`src/vec_addr_pkg.sv`:
```
// Constants for the reset start address and vector address generator.
// Assumes a 24-bit program address space addressed in words of two.
package vec_addr_pkg;

  // ----------------------------------------------------------------------
  // Widths and counts
  // ----------------------------------------------------------------------
  localparam int unsigned ADDR_W      = 24;
  localparam int unsigned LIMIT_W     = 13;
  localparam int unsigned PAGE_SHIFT  = 10;   // One page is 0x400
  localparam int unsigned NUM_TRAPS   = 6;
  localparam int unsigned NUM_IRQS    = 246;
  localparam int unsigned SRC_W       = 8;

  // ----------------------------------------------------------------------
  // Addresses and offsets
  // ----------------------------------------------------------------------
  localparam logic [ADDR_W-1:0] RESET_ADDR       = 24'h000000;
  localparam logic [ADDR_W-1:0] PRIMARY_BASE     = 24'h000000;
  localparam logic [ADDR_W-1:0] PRIMARY_FIRST    = 24'h000004;
  localparam logic [ADDR_W-1:0] OFS_OSC_FAIL     = 24'h000004;
  localparam logic [ADDR_W-1:0] OFS_ADDR_ERR     = 24'h000006;
  localparam logic [ADDR_W-1:0] OFS_HARD_TRAP    = 24'h000008;
  localparam logic [ADDR_W-1:0] OFS_STACK_ERR    = 24'h00000A;
  localparam logic [ADDR_W-1:0] OFS_MATH_ERR     = 24'h00000C;
  localparam logic [ADDR_W-1:0] OFS_SOFT_TRAP    = 24'h000010;
  localparam logic [ADDR_W-1:0] OFS_IRQ0         = 24'h000014;
  localparam logic [ADDR_W-1:0] OFS_IRQ_LAST     = 24'h0001FE;
  localparam logic [LIMIT_W-1:0] MIN_BOOT_PAGES  = 13'h0002;

  // ----------------------------------------------------------------------
  // Trap request bit positions, highest natural priority first
  // ----------------------------------------------------------------------
  localparam int unsigned TRAP_OSC_FAIL  = 0;
  localparam int unsigned TRAP_ADDR_ERR  = 1;
  localparam int unsigned TRAP_HARD      = 2;
  localparam int unsigned TRAP_STACK_ERR = 3;
  localparam int unsigned TRAP_MATH_ERR  = 4;
  localparam int unsigned TRAP_SOFT      = 5;

endpackage : vec_addr_pkg

```
`src/reset_and_alt_vector_address.sv`:
```
// Reset start address and trap / interrupt vector address generator.
// Assumes request lines and configuration levels come from logic on
// ref_clk_i, so none of them is synchronised here.
//
// What this block does
// - Reset clears state and forces the program counter to address zero.
// - Reset bypasses vector logic; no vector is offered during or for reset.
// - Oscillator fail, address error, hard trap at base plus 4, 6, 8.
// - Stack error at base plus 0xA, math error at base plus 0xC.
// - Soft trap at base plus 0x10; slots 0, 2, 0xE, 0x12 never chosen.
// - Interrupt n sits at base plus 0x14 plus twice n, up to 0x1FE.
// - Lower slot address wins; traps before interrupts, lower index first.
// - Alternate base is boot segment limit minus one, times 0x400.
// - Alternate table used only with config bit and runtime enable both set.
// - Otherwise vectors come from the primary table, first slot at 4.
// - Alternate table needs a boot segment of at least two pages.
`timescale 1ns/1ps

module reset_and_alt_vector_address
  import vec_addr_pkg::*;
#(
  parameter int unsigned N_IRQ = NUM_IRQS
) (
  input  wire logic                 ref_clk_i,
  input  wire logic                 reset_i,
  input  wire logic [LIMIT_W-1:0]   boot_segment_limit_i,
  input  wire logic                 alt_table_config_bit_i,
  input  wire logic                 alt_table_enable_i,
  input  wire logic [NUM_TRAPS-1:0] trap_req_i,
  input  wire logic [N_IRQ-1:0]     irq_req_i,
  input  wire logic                 vec_fetch_req_i,
  output logic                      pc_force_o,
  output logic [ADDR_W-1:0]         pc_start_o,
  output logic                      vec_pending_o,
  output logic                      vec_is_trap_o,
  output logic [SRC_W-1:0]          vec_src_o,
  output logic [ADDR_W-1:0]         vec_addr_o,
  output logic                      alt_active_o,
  output logic                      vec_grant_o
);

  // ----------------------------------------------------------------------
  // Helpers
  // ----------------------------------------------------------------------
  // Lowest set bit wins: lower slot address means higher priority
  function automatic logic [SRC_W-1:0] first_set(input logic [255:0] v);
    logic [SRC_W-1:0] idx;
    idx = '0;
    for (int i = 255; i >= 0; i--) begin
      if (v[i]) begin
        idx = SRC_W'(i);
      end
    end
    return idx;
  endfunction

  // Trap slot offsets; reserved slots have no entry at all
  function automatic logic [ADDR_W-1:0] trap_ofs(input logic [SRC_W-1:0] t);
    logic [ADDR_W-1:0] o;
    o = OFS_OSC_FAIL;
    case (t)
      SRC_W'(TRAP_OSC_FAIL):  o = OFS_OSC_FAIL;
      SRC_W'(TRAP_ADDR_ERR):  o = OFS_ADDR_ERR;
      SRC_W'(TRAP_HARD):      o = OFS_HARD_TRAP;
      SRC_W'(TRAP_STACK_ERR): o = OFS_STACK_ERR;
      SRC_W'(TRAP_MATH_ERR):  o = OFS_MATH_ERR;
      SRC_W'(TRAP_SOFT):      o = OFS_SOFT_TRAP;
      default:                o = OFS_OSC_FAIL;
    endcase
    return o;
  endfunction

  // ----------------------------------------------------------------------
  // Table base selection
  // ----------------------------------------------------------------------
  logic                 big_boot;
  logic                 alt_ok;
  logic [LIMIT_W-1:0]   last_page;
  logic [ADDR_W-1:0]    alt_base;
  logic [ADDR_W-1:0]    base;

  // A one-page boot segment cannot host the table, so it stays primary
  assign big_boot  = boot_segment_limit_i >= MIN_BOOT_PAGES;
  assign alt_ok    = alt_table_config_bit_i & alt_table_enable_i
                     & big_boot;
  assign last_page = boot_segment_limit_i - LIMIT_W'(1);
  assign alt_base  = ADDR_W'({last_page, {PAGE_SHIFT{1'b0}}});
  assign base      = alt_ok ? alt_base : PRIMARY_BASE;

  // ----------------------------------------------------------------------
  // Priority and offset
  // ----------------------------------------------------------------------
  logic                 any_trap;
  logic                 any_irq;
  logic [SRC_W-1:0]     trap_idx;
  logic [SRC_W-1:0]     irq_idx;
  logic [SRC_W-1:0]     src_d;
  logic [ADDR_W-1:0]    irq_ofs;
  logic [ADDR_W-1:0]    ofs_d;

  // Traps sit below every interrupt slot, so they win outright
  assign any_trap = |trap_req_i;
  assign any_irq  = |irq_req_i;
  assign trap_idx = first_set(256'(trap_req_i));
  assign irq_idx  = first_set(256'(irq_req_i));
  assign src_d    = any_trap ? trap_idx : irq_idx;
  // Two address units per slot, so the index is doubled
  assign irq_ofs  = OFS_IRQ0 + ADDR_W'({irq_idx, 1'b0});
  assign ofs_d    = any_trap ? trap_ofs(trap_idx) : irq_ofs;

  // ----------------------------------------------------------------------
  // Registered vector offer
  // ----------------------------------------------------------------------
  logic                 pending_q;
  logic                 is_trap_q;
  logic [SRC_W-1:0]     src_q;
  logic [ADDR_W-1:0]    addr_q;
  logic                 alt_q;
  logic                 force_q;

  // Re-evaluated every edge so the address is ready when the CPU asks
  always_ff @(posedge ref_clk_i or posedge reset_i) begin
    if (reset_i) begin
      pending_q <= 1'b0;
      is_trap_q <= 1'b0;
      src_q     <= '0;
      addr_q    <= RESET_ADDR;
      alt_q     <= 1'b0;
    end else begin
      pending_q <= any_trap | any_irq;
      is_trap_q <= any_trap;
      src_q     <= src_d;
      addr_q    <= base + ofs_d;
      alt_q     <= alt_ok;
    end
  end

  // Program counter force: held through reset and one edge beyond
  always_ff @(posedge ref_clk_i or posedge reset_i) begin
    if (reset_i) begin
      force_q <= 1'b1;
    end else begin
      force_q <= 1'b0;
    end
  end

  // ----------------------------------------------------------------------
  // Outputs
  // ----------------------------------------------------------------------
  assign pc_force_o    = force_q;
  assign pc_start_o    = RESET_ADDR;
  assign vec_pending_o = pending_q;
  assign vec_is_trap_o = is_trap_q;
  assign vec_src_o     = src_q;
  assign vec_addr_o    = addr_q;
  assign alt_active_o  = alt_q;
  // No grant while the reset force stands: reset is not an exception
  assign vec_grant_o   = vec_fetch_req_i & pending_q & ~force_q;
endmodule // reset_and_alt_vector_address

```
`config.mk`:
```
export PLATFORM = sky130hd
export DESIGN_NAME = reset_and_alt_vector_address
export DESIGN_NICKNAME = d
export VERILOG_FILES = /design/src/vec_addr_pkg.sv /design/src/reset_and_alt_vector_address.sv
export SDC_FILE = /design/constraint.sdc
export NUM_CORES = 1
export LEC_CHECK = 0
export ABC_AREA = 1
export BUFFER_PORTS_ARGS = -buffer_cell sky130_fd_sc_hd__buf_2
export CAP_MARGIN = 40
export CORE_AREA = 4 4 125 127
export CTS_CLUSTER_DIAMETER = 40
export DETAILED_ROUTE_END_ITERATION = 10
export DIE_AREA = 0 0 129 131
export PLACE_DENSITY = 0.72
export SYNTH_ARGS = -nofsm -noshare
export SYNTH_HDL_FRONTEND = slang
export SYNTH_SLANG_ARGS = --single-unit
```
`constraint.sdc`:
```
create_clock -name ref_clk_i -period 1.4 [get_ports ref_clk_i]
set_clock_uncertainty 0.2 [all_clocks]
set_input_delay 0.35 -clock ref_clk_i [delete_from_list [all_inputs] [get_ports ref_clk_i]]
set_output_delay 0.35 -clock ref_clk_i [all_outputs]
set_load 0.05 [all_outputs]
```
======== Yosys cells after proc, flatten, opt, wreduce, memory -nomap -nowiden ========
Cells that the tools add are included.
storage, ports and cells
  input bits .............................. 270
  output and inout bits ................... 61
  bits in registers ....................... 36
operators by class
  reductions and logical operators ........ 2
  $add $sub $neg .......................... 3
  $lt $le $gt $ge ......................... 1
  bitwise gates (word level) .............. 6
  multiplexer cells ....................... 256
  equality and inequality tests ........... 5
operators with widths
  kind                                                                    number
  8-bit 2-to-1 mux                                                        252
  246-bit OR reduction                                                    1
  5-bit case mux with 5 select lines                                      1
  23-bit by 24-bit adder with 24-bit output                               1
  24-bit 2-to-1 mux                                                       1
  23-bit 2-to-1 mux                                                       1
  8-bit by 2-bit == test with 1-bit output, second input constant         2
  8-bit by 3-bit == test with 1-bit output, second input constant         2
  13-bit by 2-bit >= comparator with 1-bit output, second input constant  1
  13-bit by 1-bit subtractor with 13-bit output, second input constant    1
  5-bit by 9-bit adder with 10-bit output, first input constant           1
  8-bit by 1-bit == test with 1-bit output, second input constant         1
  6-bit OR reduction                                                      1
  1-bit bitwise AND                                                       4
  3-bit 2-to-1 mux                                                        1
  1-bit NOT                                                               1
  1-bit bitwise OR                                                        1

======== Depth between registers and ports, before layout ========
  word-level depth ........................ 249
  mapped depth ............................ 247
  depth with buffers taken out ............ 247

======== Worst setup path after synthesis ========
Ideal clock, no wire load.
  path type ............................... input to register
  from .................................... input port irq_req_i[244]
  to ...................................... register addr_q[1] (netlist: vec_addr_o[1])
  setup slack ............................. -9,551 ps
  library setup time ...................... 118 ps
  buffers on the path ..................... 0
  data arrival time ....................... 10,633 ps
  stages on the path ...................... 247
  cells stage by stage .................... inv_1 -> nand2_1 -> nand2_1 -> nand2_1 -> nand2_1 -> nand2_1 -> nand2_1 -> nand2_1 -> nand2_1 -> nand2_1 -> nand2_1 -> nand2_1 -> nand2_1 -> nand2_1 -> nand2_1 -> nand2_1 -> nand2_1 -> nand2_1 -> [211 not listed] -> nand2_1 -> nand2_1 -> nand2_1 -> nand2_1 -> nand2_1 -> nand2_1 -> nand2_1 -> nand2_1 -> nand2_1 -> nand2_1 -> nand2_1 -> nand2_1 -> nand2_1 -> nand2_1 -> nand2_1 -> nand2_1 -> nand2_1 -> nand2_1
on the way
  longest elaborated chain between the ends .. 248
ends and longest elaborated chain
  what                                       line                                 RTL
  start: declaration                         reset_and_alt_vector_address.sv:30   input wire logic [N_IRQ-1:0] irq_req_i,
  8-bit 2-to-1 mux (245 in a row)            reset_and_alt_vector_address.sv:50   if (v[i]) begin
  5-bit by 9-bit adder with 10-bit output    reset_and_alt_vector_address.sv:108  assign irq_ofs = OFS_IRQ0 + ADDR_W'({irq_idx, 1'b0});
  24-bit 2-to-1 mux                          reset_and_alt_vector_address.sv:109  assign ofs_d = any_trap ? trap_ofs(trap_idx) : irq_ofs;
  named net ofs_d[1]                         reset_and_alt_vector_address.sv:99   logic [ADDR_W-1:0] ofs_d;
  23-bit by 24-bit adder with 24-bit output  reset_and_alt_vector_address.sv:133  addr_q <= base + ofs_d;
  end signal: assignment                     reset_and_alt_vector_address.sv:133
  end: declaration                           reset_and_alt_vector_address.sv:117  logic [ADDR_W-1:0] addr_q;
The timed path passes the listed nets, and every way through them passes these cells.

======== Final worst setup path ========
  from .................................... input port irq_req_i[245]
  to ...................................... register src_q[0] (netlist: vec_src_o[0])
on the way
  longest elaborated chain between the ends .. 247
ends and longest elaborated chain
  what                             line                                 RTL
  8-bit 2-to-1 mux (246 in a row)  reset_and_alt_vector_address.sv:50
  8-bit 2-to-1 mux                 reset_and_alt_vector_address.sv:106  assign src_d = any_trap ? trap_idx : irq_idx;
  named net src_d[0]               reset_and_alt_vector_address.sv:97   logic [SRC_W-1:0] src_d;
  end signal: assignment           reset_and_alt_vector_address.sv:132  src_q <= src_d;
  end: declaration                 reset_and_alt_vector_address.sv:116  logic [SRC_W-1:0] src_q;
The timed path passes the listed nets, and every way through them passes these cells.

==> out/qor.csv <==
metric;value;unit
vdd_drop_max;434.0;µV
switching_share;35.53;%
maxCapViolations;0;
min_path_type;primary input to flip-flop;
area_growth;76.67;%
synthTopCellsByCount;459 x nand2_1, 227 x nor2_1, 182 x inv_1;
slowest_stage;buf_2;
arrival;12.13;ns
violations;setup timing;
drc;0;
grt_max_degree;21;
grt_pass1_wl;30.83;mm
p_int;2.912;mW
routabilityCongestion;0.8816;
ant_nets;0;
layout.nets;1972;
crit_required;1.37;ns
ys_ff_latch;34;
crit_start;irq_req_i[245];
max_freq;82.26;MHz
wl_per_cell;10.90;µm
start_kind;primary input;
critPathCaptureType;flip-flop;
finalMaxSlewViolations;0;
drt_iter0_drc;260;
synth_top_cell_by_area;nand2_1;
n_fill_cell;1254;
rsz0062_at_grt;yes;
grt_pass1_vias;7456;
syn_area;5981;µm²
dieArea;16900;µm²
viasPerCell;4.292;
synth_area_leaders;nand2_1 29%, nor2_1 14%, bufinv_8 14%, dfrtp_1 14%, inv_1 11%;
critPathKind;primary input to flip-flop;
utilization;73.26;%
cts_tree;done;
p_leak;6.429;nW
setup_ws;-10.76;ns
worstPathMaxFanout;2;
finalWirelength;20.58;mm
sequentialPowerShare;22.8;%
rows;44;
hp-start;trap_req_i[0];
finalSetupViolations;36;
cts_max_level;2;
initial_utilization;41.46;%
io_buffers;304;
syn_inst;1135;
synthArstFlopShare;100.0;%
cts_buffer_depth;2;
dp_hpwl;17.05;mm
synth-edff-count;0;
min_period;12.16;ns
ys_seq_area_share;14.25;%
root_buffer;clkbuf_16;
drt_pass1_iterations;4;
yosysTopAreaCellShare;28.81;%
yosysWarnings;0;
dieWidth;129;µm
die_y;131;µm
antenna_found_initial;8;
track_usage;21.82;%
clk_pin_slew;0.05;ns
pre_cts_slack;-11.15;ns
cts_buffers;5;
grt.overflow.total;0;
num_io_pins;331;
vias;8103;
clock_sinks;34;
switchingPower;1.605;mW
power_density;427.5;nW/µm²
layout-drive-gt1-share;46.00;%
core-area;14420;µm²
ys_types;30;
fin_crit_sh;868.4;%
finalHoldViolCount;0;
cpPeakStageDelay;0.11;ns
crit_top_cell;nand2_1;
synth_most_common_cell;nand2_1;
synth_flop_cell;dfrtp_1;
fin_setup_tns;-80.50;ns
status;complete, but fails checks;
syn_avg_cell_area;5.269;µm²
power.share.clock;25.1;%
pwr-share-comb;52.0;%
[layer usage]
layer  share of wire (%)  track usage [%]  vias up
li1                    -                -     4315
met1                  36            23.11     3466
met2                  53            42.93      257
met3                 6.6            3.699       57
met4                 3.3            7.906        8
met5                0.30                0        -
[power groups by stage]
stage          clock network [mW]  logic [mW]  registers [mW]
2_1_floorplan                   0        1.11            1.16
3_3_place_gp                    0        2.17            1.04
3_5_place_dp                    0        2.21            1.04
4_1_cts                      1.13        2.28            1.03
5_1_grt                      1.21        2.58            1.03
6_report                     1.14        2.35            1.03
[logic make-up (layout without fill, tap and decap cells)]
| family | Yosys count | in the layout | share of synthesized area (%) |
|---|---|---|---|
| and+or+nand+nor | 727 | 728 | 46.74 |
| buffers and inverters | 315 | 852 | 32.45 |
| AOI/OAI and AO/OA | 46 | 46 | 4.561 |
| DFF | 34 | 34 | 14.25 |
| xor gates and xnor gates | 9 | 9 | 1.318 |
| adders and majority gates | 3 | 3 | 0.6277 |
| other | 1 | 32 | 0.06270 |
[flip-flops by register name, indices dropped and copies added (netlist names)]
register / count
vec_src_o: 8
pc_force_o: 1
vec_addr_o: 22
vec_pending_o: 1
vec_is_trap_o: 1
alt_active_o: 1
[metrics by stage]
| stage | power, mW | cells | hold slack (ns) | instance area, µm² |
|---|---|---|---|---|
| CTS | 4.434 | 1878 | 0.1512 | 10170 |
| global placement | 3.210 | 1867 | 0.1386 | 9706 |
| finish | 4.517 | 1888 | 0.1672 | 10570 |
| global route | 4.826 | 1888 | 0.1815 | 10570 |
| floorplan | 2.270 | 1162 | 0.2164 | 6319 |
| detailed placement | 3.251 | 1867 | 0.1397 | 9706 |
[worst max-delay path: cells and delay by family]
family | cells | cell delay [ns]
AND/OR/NAND/NOR | 246 | 11.67
buffers and inverters | 1 | 0.11
[what timing repair did]
item | 4_1_cts | 5_1_grt
buffers inserted | 1 | 7
pin swaps | 19 | 21
hold buffers | 1 | 0
gates cloned | 1 | 0
hold endpoints to repair | 5 | 0
setup endpoints to repair | 62 | 54
resized for setup | 89 | 90
[cell usage in the layout (no fill, tap or decap), drive strengths merged, types with 2 or more instances in the layout]
cell type,synthesis,final
clkinv,2,3
inv,238,239
buf,26,553
o31ai,3,3
xnor2,2,2
ha,3,3
bufinv,48,47
dfrtp,33,33
or2,4,4
o21bai,7,7
nand4,3,3
clkbuf,1,8
nor3,14,14
diode,0,4
o21ai,10,10
conb,1,28
a31oi,9,9
nand3,16,17
nor4,2,2
nor2,227,227
nand2,459,459
xor2,7,7
a21oi,15,15
[cell type report]
type | count | area, µm² | area share (%)
multi-input combinational | 814 | 3839 | 36.33
timing repair buffer | 556 | 3717 | 35.18
inverter | 288 | 1765 | 16.71
sequential | 34 | 853.3 | 8.076
tap | 184 | 230.2 | 2.179
clock buffer | 6 | 138.9 | 1.314
clock inverter | 2 | 12.51 | 0.1184
antenna | 4 | 10.01 | 0.09473
[path summary, 6_finish.rpt]
kind	cells after the start	slack, ns	end
setup / recovery	247	-10.76	vec_src_o[0]$_DFF_PP0_
hold / removal	4	0.17	vec_addr_o[1]$_DFF_PP0_
max in group asynchronous	4	0.12	vec_pending_o$_DFF_PP0_
min in group asynchronous	3	0.41	vec_addr_o[14]$_DFF_PP0_
Power figures use the tool's default switching activity.
